--- config.mk ---
export PLATFORM = sky130hd
export DESIGN_NAME = csfr_core
export DESIGN_NICKNAME = d
export VERILOG_FILES = /design/src/core/csfr_pkg.sv /design/src/core/csfr_stack.sv /design/src/core/csfr_port.sv /design/src/core/csfr_core.sv
export SDC_FILE = /design/constraint.sdc
export NUM_CORES = 1
export LEC_CHECK = 0
export ABC_AREA = 1
export BUFFER_PORTS_ARGS = -buffer_cell sky130_fd_sc_hd__buf_4
export CELL_PAD_IN_SITES_DETAIL_PLACEMENT = 1
export CELL_PAD_IN_SITES_GLOBAL_PLACEMENT = 1
export CORE_ASPECT_RATIO = 0.8
export CORE_MARGIN = 2
export CORE_UTILIZATION = 40
export DETAILED_ROUTE_END_ITERATION = 7
export PLACE_DENSITY_LB_ADDON = 0.12
export SLEW_MARGIN = 20
export SYNTH_ARGS = -nofsm -noshare
export SYNTH_HDL_FRONTEND = slang
export SYNTH_HIERARCHICAL = 1
export SYNTH_SLANG_ARGS = --single-unit
--- constraint.sdc ---
create_clock -name ref_clk -period 3.05 [get_ports ref_clk]
set_input_delay 0.4575 -clock ref_clk [delete_from_list [all_inputs] [get_ports ref_clk]]
set_output_delay 0.4575 -clock ref_clk [all_outputs]
set_load 0.03 [all_outputs]
--- src/core/csfr_pkg.sv ---
/*
 Constants shared by the core special function register block: file addresses,
 status bit positions, reset values and the program counter source selector.
 Assumes nothing of its surroundings.
*/
package csfr_pkg;

  // ---------------------------------------------------------------------------
  // File addresses
  // ---------------------------------------------------------------------------
  localparam logic [4:0] ADDR_INDIRECT  = 5'h00;
  localparam logic [4:0] ADDR_TIMER     = 5'h01;
  localparam logic [4:0] ADDR_PCL       = 5'h02;
  localparam logic [4:0] ADDR_STATUS    = 5'h03;
  localparam logic [4:0] ADDR_POINTER   = 5'h04;
  localparam logic [4:0] ADDR_PORT_A    = 5'h05;
  localparam logic [4:0] ADDR_PORT_B    = 5'h06;
  localparam logic [4:0] ADDR_PORT_C    = 5'h07;

  // ---------------------------------------------------------------------------
  // Status register layout
  // ---------------------------------------------------------------------------
  localparam int STAT_PA_LSB = 5;
  localparam int STAT_TO     = 4;
  localparam int STAT_PD     = 3;
  localparam int STAT_FLAGS  = 3;

  // ---------------------------------------------------------------------------
  // Reset values and page offset width
  // ---------------------------------------------------------------------------
  localparam logic [7:0] STATUS_POR      = 8'h18;
  localparam logic [7:0] DIR_RESET       = 8'hff;
  localparam logic [5:0] OPTION_RESET    = 6'h3f;
  localparam logic [7:0] PTR_SET_SMALL   = 8'he0;
  localparam logic [7:0] PTR_KEEP_SMALL  = 8'h1f;
  localparam logic [7:0] PTR_SET_LARGE   = 8'h80;
  localparam logic [7:0] PTR_KEEP_LARGE  = 8'h7f;
  localparam int         PAGE_OFFSET_W   = 9;

  // ---------------------------------------------------------------------------
  // Program counter source
  // ---------------------------------------------------------------------------
  typedef enum logic [2:0] {
    PC_HOLD,
    PC_STEP,
    PC_JUMP,
    PC_CALL,
    PC_RET,
    PC_PCL
  } csfr_pc_src_type;

endpackage : csfr_pkg

--- src/core/csfr_stack.sv ---
/*
 Two-level return address stack.
 Assumes push and pop are never asserted together.
*/
`timescale 1ns/1ns
module csfr_stack
  import csfr_pkg::*;
#(
  parameter int W = 11
) (
  input  wire logic         ref_clk,
  input  wire logic         rst_n,
  input  wire logic         push,
  input  wire logic [W-1:0] push_data,
  input  wire logic         pop,
  output logic      [W-1:0] stack_top,
  output logic      [W-1:0] stack_second
);

  // Level two is never cleared by a pop, so deep returns keep reusing it.
  always_ff @(posedge ref_clk) begin
    if (!rst_n) begin
      stack_top    <= '0;
      stack_second <= '0;
    end else if (push) begin
      stack_second <= stack_top;
      stack_top    <= push_data;
    end else if (pop) begin
      stack_top    <= stack_second;
    end
  end

  chk_push_order: assert property (@(posedge ref_clk) disable iff (!rst_n)
    push |=> stack_top == $past(push_data) && stack_second == $past(stack_top))
    else $error("push did not shift level one into level two");

  chk_pop_reuse: assert property (@(posedge ref_clk) disable iff (!rst_n)
    pop ##1 pop |=> stack_top == $past(stack_second, 2) && $stable(stack_second))
    else $error("repeated pop did not reuse level two");

endmodule : csfr_stack

--- src/core/csfr_port.sv ---
/*
 One group of bidirectional pins: output latch, direction register and a
 two-stage synchroniser for the sensed pin levels.
 Assumes pin_in is asynchronous to ref_clk.
*/
`timescale 1ns/1ns
module csfr_port
  import csfr_pkg::*;
#(
  parameter int W = 8
) (
  input  wire logic         ref_clk,
  input  wire logic         rst_n,
  input  wire logic [W-1:0] pin_in,
  input  wire logic         latch_we,
  input  wire logic [W-1:0] latch_wdata,
  input  wire logic         dir_we,
  input  wire logic [W-1:0] dir_wdata,
  output logic      [W-1:0] pin_level,
  output logic      [W-1:0] pin_out,
  output logic      [W-1:0] pin_oe_n
);

  logic [W-1:0] sync_1;

  always_ff @(posedge ref_clk) begin
    if (!rst_n) begin
      sync_1    <= '0;
      pin_level <= '0;
    end else begin
      sync_1    <= pin_in;
      pin_level <= sync_1;
    end
  end

  // The latch takes its value on the edge that closes the write cycle.
  always_ff @(posedge ref_clk) begin
    if (!rst_n) begin
      pin_out <= '0;
    end else if (latch_we) begin
      pin_out <= latch_wdata;
    end
  end

  // A set direction bit makes the pin an input, so it also releases the driver.
  always_ff @(posedge ref_clk) begin
    if (!rst_n) begin
      pin_oe_n <= DIR_RESET[W-1:0];
    end else if (dir_we) begin
      pin_oe_n <= dir_wdata;
    end
  end

  chk_latch_update: assert property (@(posedge ref_clk) disable iff (!rst_n)
    latch_we |=> pin_out == $past(latch_wdata))
    else $error("port latch did not take the written byte");

endmodule : csfr_port

--- src/core/csfr_core.sv ---
/*
 Core special function register file: program counter with paging, status,
 indirect pointer, general purpose registers, return stack and pin groups.
 Assumes an instruction sequencer on ref_clk issuing at most one of
 file_wr, bit_op, jump_op, call_op and ret_op per instruction cycle.
*/
// Operation
// - Sequential increment crosses into the next page; page bits stay unchanged.
// - Jump, call and low counter write take upper bits from page bits.
// - Any reset loads the program counter with all ones.
// - Any reset clears all page preselect bits.
// - Return stack has exactly two levels, each as wide as the counter.
// - Call copies level one to level two, then pushes counter plus one.
// - Return loads counter from level one, then copies level two down.
// - Return also loads the literal into the accumulator simultaneously.
// - Return restores the full address regardless of page bits.
// - Only the low eight counter bits are mapped, at address 02h.
// - Address 00h reaches the location named by the pointer at 04h.
// - Without the third port, address 07h is a general register.
// - Small variants set pointer top three bits on reset; warm reset keeps low five.
// - Unimplemented register bits, like port A upper nibble, read zero.
// - Bit set and clear read all pins, modify one bit, rewrite latches.
// - Port writes land at cycle end; port reads sample at cycle start.
`timescale 1ns/1ns
module csfr_core
  import csfr_pkg::*;
#(
  parameter int PC_W         = 11,
  parameter bit HAS_PORT_C   = 1'b1,
  parameter bit SMALL_VARIANT = 1'b0
) (
  input  wire logic            ref_clk,
  input  wire logic            rst_n,
  input  wire logic            rst_is_por,
  input  wire logic [4:0]      file_addr,
  input  wire logic            file_rd,
  input  wire logic            file_wr,
  input  wire logic [7:0]      file_wdata,
  output logic      [7:0]      rd_data,
  input  wire logic            bit_op,
  input  wire logic            bit_set,
  input  wire logic [2:0]      bit_sel,
  input  wire logic [2:0]      flag_we,
  input  wire logic [2:0]      flag_in,
  input  wire logic            pwr_flag_we,
  input  wire logic            timeout_in,
  input  wire logic            powerdown_in,
  input  wire logic            pc_step,
  input  wire logic            jump_op,
  input  wire logic [8:0]      jump_k,
  input  wire logic            call_op,
  input  wire logic [7:0]      call_k,
  input  wire logic            ret_op,
  input  wire logic [7:0]      ret_literal,
  output logic      [PC_W-1:0] pc,
  output logic                 acc_load,
  output logic      [7:0]      acc_literal,
  input  wire logic            dir_wr,
  input  wire logic [4:0]      dir_addr,
  input  wire logic [7:0]      dir_wdata,
  input  wire logic            opt_wr,
  input  wire logic [5:0]      opt_wdata,
  output logic      [5:0]      option_cfg,
  input  wire logic [7:0]      timer_count_in,
  output logic                 timer_wr,
  output logic      [7:0]      timer_wdata,
  input  wire logic [3:0]      pin_a_in,
  output logic      [3:0]      pin_a_out,
  output logic      [3:0]      pin_a_oe_n,
  input  wire logic [7:0]      pin_b_in,
  output logic      [7:0]      pin_b_out,
  output logic      [7:0]      pin_b_oe_n,
  input  wire logic [7:0]      pin_c_in,
  output logic      [7:0]      pin_c_out,
  output logic      [7:0]      pin_c_oe_n
);

  localparam int PAGE_W = PC_W - PAGE_OFFSET_W;

  // ---------------------------------------------------------------------------
  // Address resolution
  // ---------------------------------------------------------------------------
  function automatic logic [4:0] csfr_eff_addr(input logic [4:0] a, input logic [7:0] p);
    return (a == ADDR_INDIRECT) ? p[4:0] : a;
  endfunction : csfr_eff_addr

  logic [7:0]        status;
  logic [7:0]        next_status;
  logic [7:0]        pointer;
  logic [7:0]        gpr [0:31];
  logic [4:0]        eff;
  logic [7:0]        rd_value;
  logic [7:0]        bit_mask;
  logic              wr_en;
  logic [7:0]        wr_data;
  logic [PC_W-1:0]   pc_plus1;
  logic [PC_W-1:0]   stack_top;
  logic [PAGE_W-1:0] page_sel;
  logic [3:0]        a_level;
  logic [7:0]        b_level;
  logic [7:0]        c_level;
  logic              is_gpr;
  csfr_pc_src_type   pc_src;

  assign eff      = csfr_eff_addr(file_addr, pointer);
  assign bit_mask = 8'h01 << bit_sel;
  assign pc_plus1 = pc + 1'b1;
  assign page_sel = status[STAT_PA_LSB +: PAGE_W];
  assign is_gpr   = (eff > ADDR_PORT_C) || (eff == ADDR_PORT_C && !HAS_PORT_C);

  // ---------------------------------------------------------------------------
  // Read path
  // ---------------------------------------------------------------------------
  always_comb begin
    rd_value = 8'h00;
    case (eff)
      ADDR_INDIRECT: rd_value = 8'h00;
      ADDR_TIMER:    rd_value = timer_count_in;
      ADDR_PCL:      rd_value = pc[7:0];
      ADDR_STATUS:   rd_value = status;
      ADDR_POINTER:  rd_value = pointer;
      ADDR_PORT_A:   rd_value = {4'h0, a_level};
      ADDR_PORT_B:   rd_value = b_level;
      default:       rd_value = (eff == ADDR_PORT_C && HAS_PORT_C) ? c_level : gpr[eff];
    endcase
  end

  // The pins are sampled at the edge that opens the read cycle.
  always_ff @(posedge ref_clk) begin
    if (!rst_n) begin
      rd_data <= 8'h00;
    end else if (file_rd) begin
      rd_data <= rd_value;
    end
  end

  // ---------------------------------------------------------------------------
  // Write path
  // ---------------------------------------------------------------------------
  // A bit operation is a read-modify-write of the whole byte; on a port the
  // byte read is the sensed pin level, so input pins overwrite their latches.
  assign wr_en   = file_wr || bit_op;
  assign wr_data = file_wr ? file_wdata :
                   (bit_set ? (rd_value | bit_mask) : (rd_value & ~bit_mask));

  always_ff @(posedge ref_clk) begin
    if (wr_en && is_gpr) begin
      gpr[eff] <= wr_data;
    end
  end

  always_ff @(posedge ref_clk) begin
    if (!rst_n) begin
      timer_wr    <= 1'b0;
      timer_wdata <= 8'h00;
    end else begin
      timer_wr    <= wr_en && eff == ADDR_TIMER;
      timer_wdata <= wr_data;
    end
  end

  always_ff @(posedge ref_clk) begin
    if (!rst_n) begin
      option_cfg <= OPTION_RESET;
    end else if (opt_wr) begin
      option_cfg <= opt_wdata;
    end
  end

  // ---------------------------------------------------------------------------
  // Indirect pointer
  // ---------------------------------------------------------------------------
  always_ff @(posedge ref_clk) begin
    if (!rst_n) begin
      if (SMALL_VARIANT) begin
        pointer <= rst_is_por ? PTR_SET_SMALL : (PTR_SET_SMALL | (pointer & PTR_KEEP_SMALL));
      end else begin
        pointer <= rst_is_por ? PTR_SET_LARGE : (PTR_SET_LARGE | (pointer & PTR_KEEP_LARGE));
      end
    end else if (wr_en && eff == ADDR_POINTER) begin
      pointer <= wr_data;
    end
  end

  // ---------------------------------------------------------------------------
  // Status register
  // ---------------------------------------------------------------------------
  // Timeout and powerdown are written only by the power control side.
  always_comb begin
    next_status = status;
    if (wr_en && eff == ADDR_STATUS) begin
      next_status = {wr_data[7:STAT_PA_LSB], status[STAT_TO:STAT_PD], wr_data[2:0]};
    end
    if (pwr_flag_we) begin
      next_status[STAT_TO] = timeout_in;
      next_status[STAT_PD] = powerdown_in;
    end
    for (int i = 0; i < STAT_FLAGS; i++) begin
      if (flag_we[i]) begin
        next_status[i] = flag_in[i];
      end
    end
  end

  always_ff @(posedge ref_clk) begin
    if (!rst_n) begin
      status <= rst_is_por ? STATUS_POR : {3'b000, status[4:0]};
    end else begin
      status <= next_status;
    end
  end

  // ---------------------------------------------------------------------------
  // Program counter
  // ---------------------------------------------------------------------------
  always_comb begin
    if (ret_op) begin
      pc_src = PC_RET;
    end else if (call_op) begin
      pc_src = PC_CALL;
    end else if (jump_op) begin
      pc_src = PC_JUMP;
    end else if (wr_en && eff == ADDR_PCL) begin
      pc_src = PC_PCL;
    end else if (pc_step) begin
      pc_src = PC_STEP;
    end else begin
      pc_src = PC_HOLD;
    end
  end

  // Bit 8 is cleared on a call or low byte write, so subroutines start in the
  // lower half of a page.
  always_ff @(posedge ref_clk) begin
    if (!rst_n) begin
      pc <= '1;
    end else begin
      unique case (pc_src)
        PC_HOLD: pc <= pc;
        PC_STEP: pc <= pc_plus1;
        PC_JUMP: pc <= {page_sel, jump_k};
        PC_CALL: pc <= {page_sel, 1'b0, call_k};
        PC_PCL:  pc <= {page_sel, 1'b0, wr_data};
        PC_RET:  pc <= stack_top;
      endcase
    end
  end

  always_ff @(posedge ref_clk) begin
    if (!rst_n) begin
      acc_load    <= 1'b0;
      acc_literal <= 8'h00;
    end else begin
      acc_load    <= pc_src == PC_RET;
      acc_literal <= ret_op ? ret_literal : acc_literal;
    end
  end

  csfr_stack #(
    .W (PC_W)
  ) u_stack (
    .ref_clk      (ref_clk),
    .rst_n        (rst_n),
    .push         (pc_src == PC_CALL),
    .push_data    (pc_plus1),
    .pop          (pc_src == PC_RET),
    .stack_top    (stack_top),
    .stack_second ()
  );

  // ---------------------------------------------------------------------------
  // Pin groups
  // ---------------------------------------------------------------------------
  csfr_port #(
    .W (4)
  ) u_port_a (
    .ref_clk     (ref_clk),
    .rst_n       (rst_n),
    .pin_in      (pin_a_in),
    .latch_we    (wr_en && eff == ADDR_PORT_A),
    .latch_wdata (wr_data[3:0]),
    .dir_we      (dir_wr && dir_addr == ADDR_PORT_A),
    .dir_wdata   (dir_wdata[3:0]),
    .pin_level   (a_level),
    .pin_out     (pin_a_out),
    .pin_oe_n    (pin_a_oe_n)
  );

  csfr_port #(
    .W (8)
  ) u_port_b (
    .ref_clk     (ref_clk),
    .rst_n       (rst_n),
    .pin_in      (pin_b_in),
    .latch_we    (wr_en && eff == ADDR_PORT_B),
    .latch_wdata (wr_data),
    .dir_we      (dir_wr && dir_addr == ADDR_PORT_B),
    .dir_wdata   (dir_wdata),
    .pin_level   (b_level),
    .pin_out     (pin_b_out),
    .pin_oe_n    (pin_b_oe_n)
  );

  generate
    if (HAS_PORT_C) begin : g_port_c
      csfr_port #(
        .W (8)
      ) u_port_c (
        .ref_clk     (ref_clk),
        .rst_n       (rst_n),
        .pin_in      (pin_c_in),
        .latch_we    (wr_en && eff == ADDR_PORT_C),
        .latch_wdata (wr_data),
        .dir_we      (dir_wr && dir_addr == ADDR_PORT_C),
        .dir_wdata   (dir_wdata),
        .pin_level   (c_level),
        .pin_out     (pin_c_out),
        .pin_oe_n    (pin_c_oe_n)
      );
    end else begin : g_no_port_c
      assign c_level    = 8'h00;
      assign pin_c_out  = 8'h00;
      assign pin_c_oe_n = 8'hff;
    end
  endgenerate

  // ---------------------------------------------------------------------------
  // Checks
  // ---------------------------------------------------------------------------
  chk_reset_vector: assert property (@(posedge ref_clk) disable iff (!rst_n)
    $rose(rst_n) |-> pc == {PC_W{1'b1}} && status[7:STAT_PA_LSB] == 3'b000)
    else $error("reset did not load the vector and clear page bits");

  chk_step_page: assert property (@(posedge ref_clk) disable iff (!rst_n)
    pc_src == PC_STEP && !wr_en && flag_we == 3'b000
    |=> pc == $past(pc) + 1'b1 && $stable(status))
    else $error("sequential step wrong or page bits changed");

  chk_jump_page: assert property (@(posedge ref_clk) disable iff (!rst_n)
    pc_src == PC_JUMP |=> pc == {$past(page_sel), $past(jump_k)})
    else $error("jump did not use the page preselect bits");

  chk_return_literal: assert property (@(posedge ref_clk) disable iff (!rst_n)
    pc_src == PC_RET |=> pc == $past(stack_top) && acc_load
    && acc_literal == $past(ret_literal))
    else $error("return did not restore address with the literal");

  chk_port_a_upper: assert property (@(posedge ref_clk) disable iff (!rst_n)
    file_rd && eff == ADDR_PORT_A |=> rd_data[7:4] == 4'h0)
    else $error("port A upper nibble did not read zero");

  chk_indirect_read: assert property (@(posedge ref_clk) disable iff (!rst_n)
    file_rd && file_addr == ADDR_INDIRECT && pointer[4:0] == ADDR_PCL
    |=> rd_data == $past(pc[7:0]))
    else $error("indirect read did not follow the pointer");

  chk_rmw_pins: assert property (@(posedge ref_clk) disable iff (!rst_n)
    bit_op && eff == ADDR_PORT_B
    |=> pin_b_out == ($past(bit_set) ? ($past(b_level) | $past(bit_mask))
                                     : ($past(b_level) & ~$past(bit_mask))))
    else $error("bit operation did not rewrite sensed pins");

  chk_pointer_reset: assert property (@(posedge ref_clk)
    !rst_n && !rst_is_por
    |=> pointer == (SMALL_VARIANT ? (PTR_SET_SMALL | ($past(pointer) & PTR_KEEP_SMALL))
                                  : (PTR_SET_LARGE | ($past(pointer) & PTR_KEEP_LARGE))))
    else $error("warm reset did not keep the pointer low bits");

endmodule : csfr_core

# Word level (Yosys, flattened, before mapping)
# Memories as Yosys holds them, arrays and structs flattened.
# Index checks and enable logic that the tools add are counted.
dict set report word_totals {
  register_bits 161
  ramBits 256
  mem_count 1
}
dict set report op_classes {
  n_eq_ne 21
  n_bitwise 3
  n_reduce_logical 22
  n_lt_le_gt_ge 1
  shifts 1
  muxes 25
  n_addsub 1
}
# memory depth width rd rd_clocked_by_memory_dff wr line
set memory_table {}
lappend memory_table {gpr 32 8 1 0 1 csfr_core.sv:90} ;# logic [7:0] gpr [0:31];
# operator count
set ops {}
lappend ops {{$mux 8} 7}
lappend ops {{$pmux 8 s7} 1}
lappend ops {{$pmux 11 s5} 1}
lappend ops {{$eq 5x3->1 const B} 7}
lappend ops {{$mux 11} 2}
lappend ops {{$mux 3} 4}
lappend ops {{$add 11x1->11 const B} 1}
lappend ops {{$logic_and 1x1->1} 11}
lappend ops {{$eq 5x2->1 const B} 2}
lappend ops {{$logic_not 5->1} 2}
lappend ops {{$mux 5} 2}
lappend ops {{$reduce_and 2->1} 5}
lappend ops {{$ne 3x1->1 const B} 3}
lappend ops {{$and 8x8->8} 1}
lappend ops {{$not 8->8} 1}
lappend ops {{$or 8x8->8} 1}
lappend ops {{$shl 1x3->8 const A} 1}
lappend ops {{$mux 7} 1}
lappend ops {{$eq 3x2->1 const B} 2}
lappend ops {{$eq 3x3->1 const B} 2}
lappend ops {{$mux 1} 6}
lappend ops {{$ne 2x1->1 const B} 3}
lappend ops {{$eq 5x1->1 const B} 1}
lappend ops {{$gt 5x3->1 const B} 1}
lappend ops {{5 further kinds} 6}

# Depth between registers and ports, before layout
# Gate-level depths: netlist of the first run.
dict set report logic_depth {
  ltp_word 11
  mapped_depth 22
  ltp_nobuf 20
}

# Modules after synthesis
# Netlist of the first run, hierarchy kept.
# module instances seq_area_each_um2 cells_each area_per_inst_um2
set modules_own_cells {}
lappend modules_own_cells {csfr_core 1 8998.6 1581 14460.1}
lappend modules_own_cells {{csfr_port (g_port_c.u_port_c ...)} 2 640.6 135 1079.8}
lappend modules_own_cells {csfr_stack 1 440.4 132 904.6}
lappend modules_own_cells {{csfr_port (u_port_a)} 1 320.3 68 571.8}

# Worst setup path after synthesis of the first run
# Ideal clock, no wire load.
dict set report synth_path {
  kind {input port to flip-flop}
  from {input file_addr[0]}
  to {register g_port_c.u_port_c.pin_out[5]}
  setup_ps 64
  path_slack_ps 318
  arrival_time_ps 2668
  required_time_ps 2986
  path_stages 21
  path_cell_list {nor2_2 nand4_2 nand2_2 buf_6 buf_2 nand2_1 nand2_1 nand2_1 nand2_1 nand2_1 nand2_1 inv_1 nand3_1 nand2_1 nand3_1 nand2_1 nand2_1 inv_1 nand2_2 nand2_1 nor2_1}
}
dict set report synth_via {
  elab_chain_len 8
  word_cells_on_any_way 18
}
# item line
set synth_lines {}
lappend synth_lines {{start, declared} csfr_core.sv:35} ;# input wire logic [4:0] file_addr,
lappend synth_lines {{$logic_not 5->1} csfr_core.sv:84} ;# return (a == ADDR_INDIRECT) ? p[4:0] : a;
lappend synth_lines {{$mux 5 (*)} csfr_core.sv:84}
lappend synth_lines {{$mem_v2 32x8 or $eq 5x3->1 (tied branches)} --}
lappend synth_lines {{$mux 8} csfr_core.sv:124} ;# default: rd_value = (eff == ADDR_PORT_C && HAS_PORT_C) ? c_level : gpr[eff];
lappend synth_lines {{$pmux 8 s7} csfr_core.sv:116} ;# case (eff)
lappend synth_lines {{$and 8x8->8 or $or 8x8->8 (tied branches)} csfr_core.sv:144} ;# (bit_set ? (rd_value | bit_mask) : (rd_value & ~bit_mask));
lappend synth_lines {{$mux 8} csfr_core.sv:144}
lappend synth_lines {{$mux 8} csfr_core.sv:143} ;# assign wr_data = file_wr ? file_wdata :
lappend synth_lines {{end signal, assigned} csfr_port.sv:41} ;# pin_out <= latch_wdata;
lappend synth_lines {{end, declared} csfr_port.sv:20} ;# output logic [W-1:0] pin_out,
# Every way passes the cells marked *; elsewhere a longest branch is shown, timed or not.
# A chain may end at the register's enable or synchronous reset.

# Final worst setup path of the first run
dict set report layout_path {
  from {register pointer[0]}
  to {register pc[4]}
}
dict set report layout_via {
  word_cells_on_any_way 28
}
# item line
set layout_lines {}
lappend layout_lines {{start, declared} csfr_core.sv:89} ;# logic [7:0] pointer;
lappend layout_lines {{start signal, assigned} csfr_core.sv:176} ;# pointer <= rst_is_por ? PTR_SET_SMALL : (PTR_SET_SMALL | (pointer & PTR_KEEP_SMALL));
lappend layout_lines {{start signal, assigned} csfr_core.sv:178} ;# pointer <= rst_is_por ? PTR_SET_LARGE : (PTR_SET_LARGE | (pointer & PTR_KEEP_LARGE));
lappend layout_lines {{start signal, assigned} csfr_core.sv:181} ;# pointer <= wr_data;
lappend layout_lines {{$mux 5 (*)} csfr_core.sv:84}
lappend layout_lines {{$mem_v2 32x8 or $eq 5x3->1 (tied branches)} --}
lappend layout_lines {{$mux 8} csfr_core.sv:124}
lappend layout_lines {{$pmux 8 s7 (*)} csfr_core.sv:116}
lappend layout_lines {{$and 8x8->8 or $or 8x8->8 (tied branches)} csfr_core.sv:144}
lappend layout_lines {{$mux 8 (*)} csfr_core.sv:144}
lappend layout_lines {{$mux 8 (*)} csfr_core.sv:143}
lappend layout_lines {{via wr_data[4]} csfr_core.sv:95} ;# logic [7:0] wr_data;
lappend layout_lines {{$pmux 11 s5 (*)} csfr_core.sv:238} ;# unique case (pc_src)
lappend layout_lines {{end signal, assigned} csfr_core.sv:239} ;# PC_HOLD: pc <= pc;
lappend layout_lines {{end signal, assigned} csfr_core.sv:240} ;# PC_STEP: pc <= pc_plus1;
lappend layout_lines {{end signal, assigned} csfr_core.sv:241} ;# PC_JUMP: pc <= {page_sel, jump_k};
lappend layout_lines {{end, declared} csfr_core.sv:55} ;# output logic [PC_W-1:0] pc,
# Mark *: on every way through the listed nets, which the timed path passes. The rest lies on a longest branch.

==> flow_metrics.env, run 1 <==
export IMPL_first_global_vias=15661
export IMPL_r2r_start="pointer[0]"
export IMPL_synth_cell_area_mm2=0.01810
export IMPL_setup_tns_ps=0
export IMPL_grt_start_max_net_pins=100
export IMPL_clk_latency_ps=580
export IMPL_postSynthCellCount=2051
export IMPL_num_vias=15003
export IMPL_totalWireLength_mm=58.58
export IMPL_synth_ff_latch_count=416
export IMPL_crit_type="reg2reg"
export IMPL_synth_cell_types=44
export IMPL_design_area_mm2=0.02281
export IMPL_crit_chain="nand4_4 > nand2_4 > buf_12 > buf_4 > nand2_1 > nand2_1 > nand2_1 > nand2_1 > nand2_1 > nand2_1 > nor2_1 > nand3_1 > nand2_1 > nand3_1 > nand2_1 > nand2_1 > buf_4 > nand2_1 > nand2_1 > nand2_1 > nand2_1"
export IMPL_reg2reg_depth=21
export IMPL_grt_antenna_before_repair=3
export IMPL_cp_slowest_stage_delay_ps=480
export IMPL_irDropWorstVdd_mv=0.3526
export IMPL_drt_initial_drc_count=1034
export IMPL_io_buffers=192
export IMPL_cts_tree="built"
export IMPL_yosysTopAreaCell="edfxtp_1"
export IMPL_die_h_um=194.2
export IMPL_hold_viol=0
export IMPL_finalSetupViolCount=0
export IMPL_synth_top_area_share_pct=44.97
export IMPL_hold_class="in2reg"
export IMPL_r2r_end="pc[4]"
export IMPL_whs_path_depth=3
export IMPL_slew_violations=0
export IMPL_viasPerCell=4.934
export IMPL_status="complete, no violations"
export IMPL_drc=0
export IMPL_seq_area_frac_synth_pct=61.01
export IMPL_rrSetupSlack_ps=190
export IMPL_gr_total_overflow=0
export IMPL_dp_slack_ps=-351.3
export IMPL_dp_hpwl_mm=41.37
export IMPL_routedWlPerCell_um=19.26
export IMPL_max_freq_mhz=349.3
export IMPL_clk_transition_reported_paths_ps=60
export IMPL_fin_ws_ps=186.9
export IMPL_core_area_mm2=0.04455
export IMPL_crit_path_start_kind="register"
export IMPL_min_period_ps=2863
export IMPL_layout_nets=2512
export IMPL_drive_above_1_share_pct=19.22
export IMPL_io_pins=193
export IMPL_maxCapViolCount=0
export IMPL_cts_buffers=44
export IMPL_fin_skew_ps=30.46
export IMPL_fillers=5241
export IMPL_synth_edf_count=271
export IMPL_crit_top_cell="nand2_1"
export IMPL_synth_ff_type="edfxtp_1"
export IMPL_drt_antenna_violating_nets=0
export IMPL_critPathTopFamily="simple AND/OR/NAND/NOR gates"
export IMPL_ctsLongestPathBuffers=3
export IMPL_async_flop_share_pct=0
export IMPL_grt_usage_pct=25.00
export IMPL_dpl_cell_area_mm2=0.02138
export IMPL_fp_dieW_um=241.8
export IMPL_crit_buf_inv=3
export IMPL_ys_warnings_count=6
export IMPL_regArea_mm2=0.01104
export IMPL_end_kind="register"
export IMPL_root_buffer="clkbuf_16"
export IMPL_hold_start="pin_b_in[2]"
export IMPL_initial_core_util_pct=40.62
export IMPL_hold_buffers=0
export IMPL_max_slew_margin_rel_pct=46.66
export IMPL_layout_area_overhead_vs_synth_pct=26.06
export IMPL_worstPathArrival_ps=3320
export IMPL_syn_avg_cell_area_um2=8.823
export IMPL_period_share_pct=93.87
export IMPL_critPathSlowestCell="edfxtp_1"
export IMPL_grt_pass1_wl_mm=90.84
export IMPL_h_tree_depth=2
export IMPL_rsz0062_at_grt="true"
export IMPL_clock_sinks=416
export IMPL_fin_util_pct=51.21
export IMPL_min_to="u_port_b/sync_1[2]"
export IMPL_cp_data_required_time_ps=3510
export IMPL_die_area_mm2=0.04697
export IMPL_place_congestion=0.8704
export IMPL_power_density_mw_per_mm2=588.8
export IMPL_yosys_top_cells_area="edfxtp_1, nand2_1, dfxtp_1, nand3_1, nor2_1"
export IMPL_leakage_nw=10.51
export IMPL_drt_pre_antenna_iters=5
export IMPL_cp_max_fo=35
export IMPL_rows=69
export IMPL_multiInputGateArea_mm2=0.006227
export IMPL_tightest_slew_ps=797.1
per-layer routing:
layer | share of wire (%) | vias up | GRT usage (%)
met5 | 0.015 | - | 0
met4 | 2.3 | 2 | 7.682
met3 | 4.7 | 82 | 3.986
met2 | 47 | 294 | 40.56
met1 | 46 | 7394 | 34.49
li1 | - | 7231 | -
kinds of logic after synthesis:
family | synth area share [%]
and+or+nand+nor | 29.51
DFF | 61.01
buffers and inverters | 6.071
adders and majority gates | 0.06913
xor gates and xnor gates | 0.3872
other | 0.02072
AOI/OAI and AO/OA | 2.932
sequential cells by signal, summed over array words and instances, names as in the netlist, 11 cells and up:
| signal | flops |
|---|---|
| gpr | 255 |
| u_stack/stack_top | 11 |
| pc | 11 |
| u_stack/stack_second | 11 |
layout make-up:
cell class	count	area share, %
well taps	603	3.307
clock inverters	23	0.7624
repair buffers	332	12.28
flip-flops and latches	416	48.40
multi-input cells	1451	27.30
inverters	156	2.567
clock buffers	57	5.359
diodes	3	0.03291
per-stage QoR:
step | hold WS, ps | power [mW] | instances
6_report | 85.21 | 13.43 | 3041
3_5_place_dp | 398.8 | 8.278 | 2958
4_1_cts | 48.52 | 13.57 | 3038
2_1_floorplan | 386.4 | 7.411 | 2113
5_1_grt | 58.44 | 13.97 | 3040
3_3_place_gp | 397.5 | 8.233 | 2958
worst reg2reg max path, stage by stage, from the launching register on:
cell and delay, ps:
edfxtp_1 480, nand4_4 210, nand2_4 120, buf_12 190, buf_4 190, nand2_1 50, nand2_1 50, nand2_1 50
nand2_1 80, nand2_1 80, nand2_1 60, nor2_1 150, nand3_1 140, nand2_1 130, nand3_1 80, nand2_1 90
nand2_1 150, buf_4 210, nand2_1 70, nand2_1 50, nand2_1 70, nand2_1 60
report_power, final:
group / switching [mW] / internal (mW)
Combinational: 1.13 / 0.624
Sequential: 0.103 / 6.31
Clock: 2.26 / 3.00
worst max-delay path by stage:
stage / start / endpoint / slack, ps / cells after the start
after floorplan: file_addr[0] / g_port_c.u_port_c/pin_out[5] / 320 / 21
final: pointer[0] / pc[4] / 190 / 21
after CTS: pointer[0] / gpr[23][1] / 20 / 11
after global placement: file_addr[0] / pc[0] / -260 / 21
after detailed placement: file_addr[2] / gpr[30][4] / -350 / 13
after global routing: pointer[0] / pc[4] / -10 / 21
what timing repair did:
item                       4_1_cts  5_1_grt
buffers inserted                 0        0
gates resized for setup          1        9
hold endpoints to repair         0        0
setup endpoints to repair       28      106
Yosys cell counts (3+ instances only):
library cell	count
o211ai_1	8
nand2_2	17
buf_2	25
clkbuf_1	41
inv_2	20
nor2_4	6
dfxtp_1	145
buf_4	8
o21ai_0	18
nor3_1	8
nand2_1	880
buf_6	13
xor2_1	8
nor3_2	3
nand3_1	193
inv_1	135
o21ai_1	12
nor2_2	5
a21oi_1	46
edfxtp_1	271
nor2_1	151
nand4_1	8
cells in the final DEF (no fill, tap or decap), drive strengths merged, types with 13 or more instances in the layout:
cell / instances
a21oi: 47
buf: 332
clkbuf: 57
clkinv: 15
conb: 63
dfxtp: 145
edfxtp: 271
inv: 158
nand2: 899
nand3: 196
nor2: 163
nor3: 13
o21ai: 30
Power figures use the tool's default switching activity.
==> run 2, diff against run 1 <==
GPL_TIMING_DRIVEN = 0   (was default)
SYNTH_HIERARCHICAL = default   (was 1)
==> flow_metrics.env, run 2 <==
export IMPL_first_global_vias=14984
export IMPL_h_tree_depth=2
export IMPL_seq_power_share_pct=46.9
export IMPL_power_density_mw_per_mm2=603.2
export IMPL_fin_skew_ps=16.46
export IMPL_switchingPower_mw=3.683
export IMPL_fin_ws_ps=17.22
export IMPL_ys_warnings_count=0
export IMPL_core_area_mm2=0.04429
export IMPL_final_cell_mix="nand2_1, edfxtp_1, buf_4"
export IMPL_r2r_end="gpr[28][7]"
export IMPL_synth_common_cells="nand2_1, edfxtp_1, inv_1, nand3_1, dfxtp_1"
export IMPL_die_h_um=193.1
export IMPL_drt_initial_drc_count=1228
export IMPL_finalSetupViolCount=0
export IMPL_viasPerCell=5.066
export IMPL_drc=0
export IMPL_p_comb_share_pct=13.5
export IMPL_clk_transition_reported_paths_ps=60
export IMPL_rrSetupSlack_ps=20
export IMPL_seq_area_frac_synth_pct=61.78
export IMPL_dpl_cell_area_mm2=0.02027
export IMPL_grt_antenna_before_repair=4
export IMPL_fp_dieW_um=240.3
export IMPL_dp_slack_ps=-1008
export IMPL_grt_start_max_net_pins=20
export IMPL_drive_above_1_share_pct=18.12
export IMPL_min_period_ps=3033
export IMPL_whs_path_depth=3
export IMPL_grt_usage_pct=27.99
export IMPL_place_congestion=0.8864
export IMPL_synth_cell_area_mm2=0.01787
export IMPL_max_freq_mhz=329.7
export IMPL_clock_sinks=416
export IMPL_clk_latency_ps=590
export IMPL_top_register="gpr"
export IMPL_grt_pass1_wl_mm=94.05
export IMPL_layout_nets=2453
export IMPL_design_area_mm2=0.02265
export IMPL_synth_top_area_share_pct=45.54
export IMPL_num_vias=15107
export IMPL_cts_tree="built"
export IMPL_synth_ff_type="edfxtp_1"
export IMPL_reg2reg_depth=7
export IMPL_hold_class="in2reg"
export IMPL_synth_most_common_cell="nand2_1"
export IMPL_ctsLongestPathBuffers=3
export IMPL_hold_buffers=0
export IMPL_rsz0062_at_grt="true"
export IMPL_maxCapViolCount=0
export IMPL_layout_area_overhead_vs_synth_pct=26.75
export IMPL_drt_antenna_violating_nets=0
export IMPL_irDropWorstVdd_mv=0.3859
export IMPL_p_int_mw=9.980
export IMPL_period_share_pct=99.44
export IMPL_slew_violations=0
export IMPL_root_buffer="clkbuf_16"
export IMPL_largest_reg_flops=255
export IMPL_critPathLaunch="pointer[1]"
export IMPL_gr_total_overflow=0
export IMPL_rows=69
export IMPL_worstPathArrival_ps=3240
export IMPL_totalWireLength_mm=65.49
export IMPL_io_buffers=187
export IMPL_mostFrequentLayoutCell="nand2_1"
export IMPL_cp_data_required_time_ps=3260
export IMPL_dp_hpwl_mm=43.58
export IMPL_yosys_top_cells_area="edfxtp_1, nand2_1, dfxtp_1, nand3_1, inv_1"
export IMPL_cp_max_fo=10
export IMPL_synth_ff_latch_count=416
export IMPL_io_pins=193
export IMPL_leakage_nw=10.27
export IMPL_end_kind="register"
export IMPL_clkPwrFrac_pct=39.6
export IMPL_synth_edf_count=271
export IMPL_tightest_slew_ps=1023
export IMPL_cts_buffers=45
export IMPL_routedWlPerCell_um=21.96
export IMPL_async_flop_share_pct=0
export IMPL_max_slew_margin_rel_pct=31.52
export IMPL_synth_cell_types=43
export IMPL_postSynthCellCount=2006
export IMPL_whs_ps=52.05
export IMPL_crit_type="reg2reg"
export IMPL_crit_path_start_kind="register"
export IMPL_syn_avg_cell_area_um2=8.909
export IMPL_status="complete, no violations"
export IMPL_die_area_mm2=0.04640
export IMPL_r2r_start="pointer[1]"
export IMPL_crit_path_end="gpr[28][7]"
export IMPL_initial_core_util_pct=40.35
export IMPL_swShare_pct=26.95
export IMPL_yosysTopAreaCell="edfxtp_1"
export IMPL_hold_viol=0
export IMPL_drt_pre_antenna_iters=5
run 2: changes by cell type after synthesis, moves of 11 or more:
cell     delta
nor2_1     -41
nand2_1    -36
nand3_1    -33
o21ai_0    +33
inv_1      +30
inv_2      -11
run 2: worst min-delay path by stage:
| stage | from | end |
|---|---|---|
| detailed placement | g_port_c.u_port_c.sync_1[1] | g_port_c.u_port_c.pin_level[1] |
| CTS | pin_c_in[2] | g_port_c.u_port_c.sync_1[2] |
| floorplan | g_port_c.u_port_c.sync_1[0] | g_port_c.u_port_c.pin_level[0] |
| global route | pin_c_in[4] | g_port_c.u_port_c.sync_1[4] |
| global placement | u_port_b.sync_1[3] | u_port_b.pin_level[3] |
| finish | pin_c_in[4] | g_port_c.u_port_c.sync_1[4] |
run 2: cell families (layout without fill, tap and decap cells):
family	count (synthesis)	after routing	synth area share, %
buf+inv	262	563	6.049
simple gates	1164	1173	26.74
other cells	1	64	0.02098
fa+ha+maj	1	1	0.07000
xor+xnor	9	9	0.4411
flops	416	416	61.78
compound gates	153	153	4.901
run 2: layout make-up:
class                           instances  area (um2)
Timing Repair Buffer                  220        1874
Multi-Input combinational cell       1399        6421
Inverter                              176       660.6
Fill cell                            5151       21640
Buffer                                 84       476.7
Sequential cell                       416       11040
Clock buffer                           61        1227
Tap cell                              603       754.5
Antenna cell                            1       2.502
Clock inverter                         22       193.9
run 2: per-stage QoR:
step	util, %	cells	TNS (ps)	total power [mW]
after CTS	49.96	2960	-1306	13.58
after global placement	45.75	2858	-289550	8.018
after floorplan	-	2068	0	7.348
after global routing	51.14	2981	-4027	14.09
after detailed placement	45.77	2858	-306160	8.064
final	51.15	2982	0	13.66
run 2: repair_timing:
item	CTS	global route
setup buffers	10	21
gates cloned	9	2
setup endpoints to repair	354	385
resized for setup	41	72
pin swaps	10	12
run 2: power by group through the flow:
stage	Clock [mW]	Sequential [mW]	Combinational (mW)
floorplan	0	6.61	0.740
global placement	0	6.53	1.49
detailed placement	0	6.54	1.53
CTS	5.48	6.41	1.69
global route	5.68	6.43	1.98
finish	5.41	6.41	1.85
run 2: critical path, cell delays in order (launching register included):
cell and delay [ps]:
edfxtp_1 410, inv_1 120, nor2_2 50, nor2_2 270, clkbuf_4 300, clkbuf_4 300
nand3_1 400, nor2_1 800
run 2: layer usage:
metal  up-vias  track usage, %  share of wire [%]
li1       7117               -                  -
met1      7485           39.37                 45
met2       409           43.00                 46
met3        92           6.435                6.7
met4         4           8.839                2.3
met5         -               0              0.041
==> run 3, diff against run 2 <==
SYNTH_HIERARCHICAL = 1   (was default)
==> flow_metrics.env, run 3 (synthesis results as in run 1) <==
export IMPL_top_register="gpr"
export IMPL_die_h_um=194.2
export IMPL_cts_buffers=44
export IMPL_routedWlPerCell_um=21.61
export IMPL_place_congestion=0.8760
export IMPL_first_global_vias=15418
export IMPL_clk_transition_reported_paths_ps=60
export IMPL_critPathTopFamily="simple AND/OR/NAND/NOR gates"
export IMPL_cp_slowest_stage_delay_ps=880
export IMPL_crit_type="reg2reg"
export IMPL_end_kind="register"
export IMPL_power_density_mw_per_mm2=596.7
export IMPL_period_share_pct=97.58
export IMPL_maxCapViolCount=0
export IMPL_final_cells=3023
export IMPL_status="complete, no violations"
export IMPL_r2r_start="pointer[2]"
export IMPL_cp_max_fo=9
export IMPL_gr_total_overflow=0
export IMPL_hold_start="pin_c_in[2]"
export IMPL_grt_pass1_wl_mm=95.39
export IMPL_tightest_slew_ps=1137
export IMPL_setup_tns_ps=0
export IMPL_layout_nets=2493
export IMPL_dpl_cell_area_mm2=0.02058
export IMPL_io_pins=193
export IMPL_design_area_mm2=0.02265
export IMPL_max_slew_margin_rel_pct=23.91
export IMPL_ctsLongestPathBuffers=3
export IMPL_min_period_ps=2976
export IMPL_drive_above_1_share_pct=18.61
export IMPL_fin_util_pct=50.85
export IMPL_grt_antenna_before_repair=3
export IMPL_core_area_mm2=0.04455
export IMPL_grt_start_max_net_pins=36
export IMPL_crit_path_start_kind="register"
export IMPL_cp_data_required_time_ps=3250
export IMPL_final_cell_mix="nand2_1, edfxtp_1, buf_4"
export IMPL_num_vias=15496
export IMPL_layout_area_overhead_vs_synth_pct=25.17
export IMPL_place_inst=2908
export IMPL_clk_latency_ps=600
export IMPL_io_buffers=189
export IMPL_dp_hpwl_mm=44.86
export IMPL_crit_buf_inv=2
export IMPL_viasPerCell=5.126
export IMPL_critPathSlowestCell="nor2_1"
export IMPL_rows=69
export IMPL_initial_core_util_pct=40.62
export IMPL_drt_antenna_violating_nets=0
export IMPL_cts_tree="built"
export IMPL_critPathLaunch="pointer[2]"
export IMPL_whs_ps=54.88
export IMPL_fin_skew_ps=25.29
export IMPL_die_area_mm2=0.04697
export IMPL_worstPathArrival_ps=3180
export IMPL_slew_violations=0
export IMPL_hold_class="in2reg"
export IMPL_rrSetupSlack_ps=70
export IMPL_irDropWorstVdd_mv=0.3645
export IMPL_leakage_nw=10.32
export IMPL_drt_pre_antenna_iters=5
export IMPL_grt_usage_pct=26.98
export IMPL_hold_viol=0
export IMPL_crit_top_cell="inv_1"
export IMPL_drc=0
export IMPL_largest_reg_flops=255
export IMPL_fp_dieW_um=241.8
export IMPL_max_freq_mhz=336.0
export IMPL_finalSetupViolCount=0
export IMPL_crit_chain="inv_1 > o21bai_4 > nor3_2 > inv_1 > nor2_1"
export IMPL_totalWireLength_mm=65.32
export IMPL_clock_sinks=416
export IMPL_root_buffer="clkbuf_16"
export IMPL_mostFrequentLayoutCell="nand2_1"
export IMPL_rsz0062_at_grt="true"
export IMPL_drt_initial_drc_count=1380
export IMPL_h_tree_depth=2
-- run 3: what timing repair did --
item                       CTS  global route
hold buffers                 0             0
setup endpoints to repair  433           458
pin swaps                    4             9
cloned                       3             3
resized for setup           47            56
buffers inserted             9            16
-- run 3: area by class of cell --
type,count,area (um2)
Fill cell,5271,21900
Sequential cell,416,11040
Multi-Input combinational cell,1456,6507
Timing Repair Buffer,218,1799
Clock buffer,61,1195
Tap cell,603,754.5
Inverter,156,585.6
Buffer,90,584.3
Clock inverter,21,178.9
Antenna cell,2,5.005
-- run 3: path summary, 6_finish.rpt --
| kind | endpoint | cells after the start |
|---|---|---|
| max | gpr[19][6] | 5 |
| min | g_port_c.u_port_c/sync_1[2] | 3 |
| max reg2reg | gpr[19][6] | 5 |
| min reg2reg | u_port_a/pin_level[2] | 2 |
-- run 3: through the flow --
stage	total power, mW	setup WS (ps)
3_5_place_dp	8.161	-1632
3_3_place_gp	8.089	-1954
4_1_cts	13.48	4.158
6_report	13.52	73.81
2_1_floorplan	7.411	318.3
5_1_grt	13.95	-50.50
-- run 3: worst min-delay path, delay by kind of cell --
family	cells	cell delay, ps
simple gates	1	40
buf+inv	2	120
-- run 3: layer usage --
metal  share of wire (%)  GRT usage [%]  vias up
met2                  47          43.30      483
li1                    -              -     7221
met1                  44          37.21     7682
met5               0.020              0        -
met3                 6.2          4.443      108
met4                 2.8          9.053        2
-- run 3: report_power, final --
group	total, mW	internal (mW)	switching (mW)
combinational	1.84	0.589	1.25
sequential	6.41	6.31	0.0998
clock	5.27	2.93	2.34
total	13.5	9.83	3.69
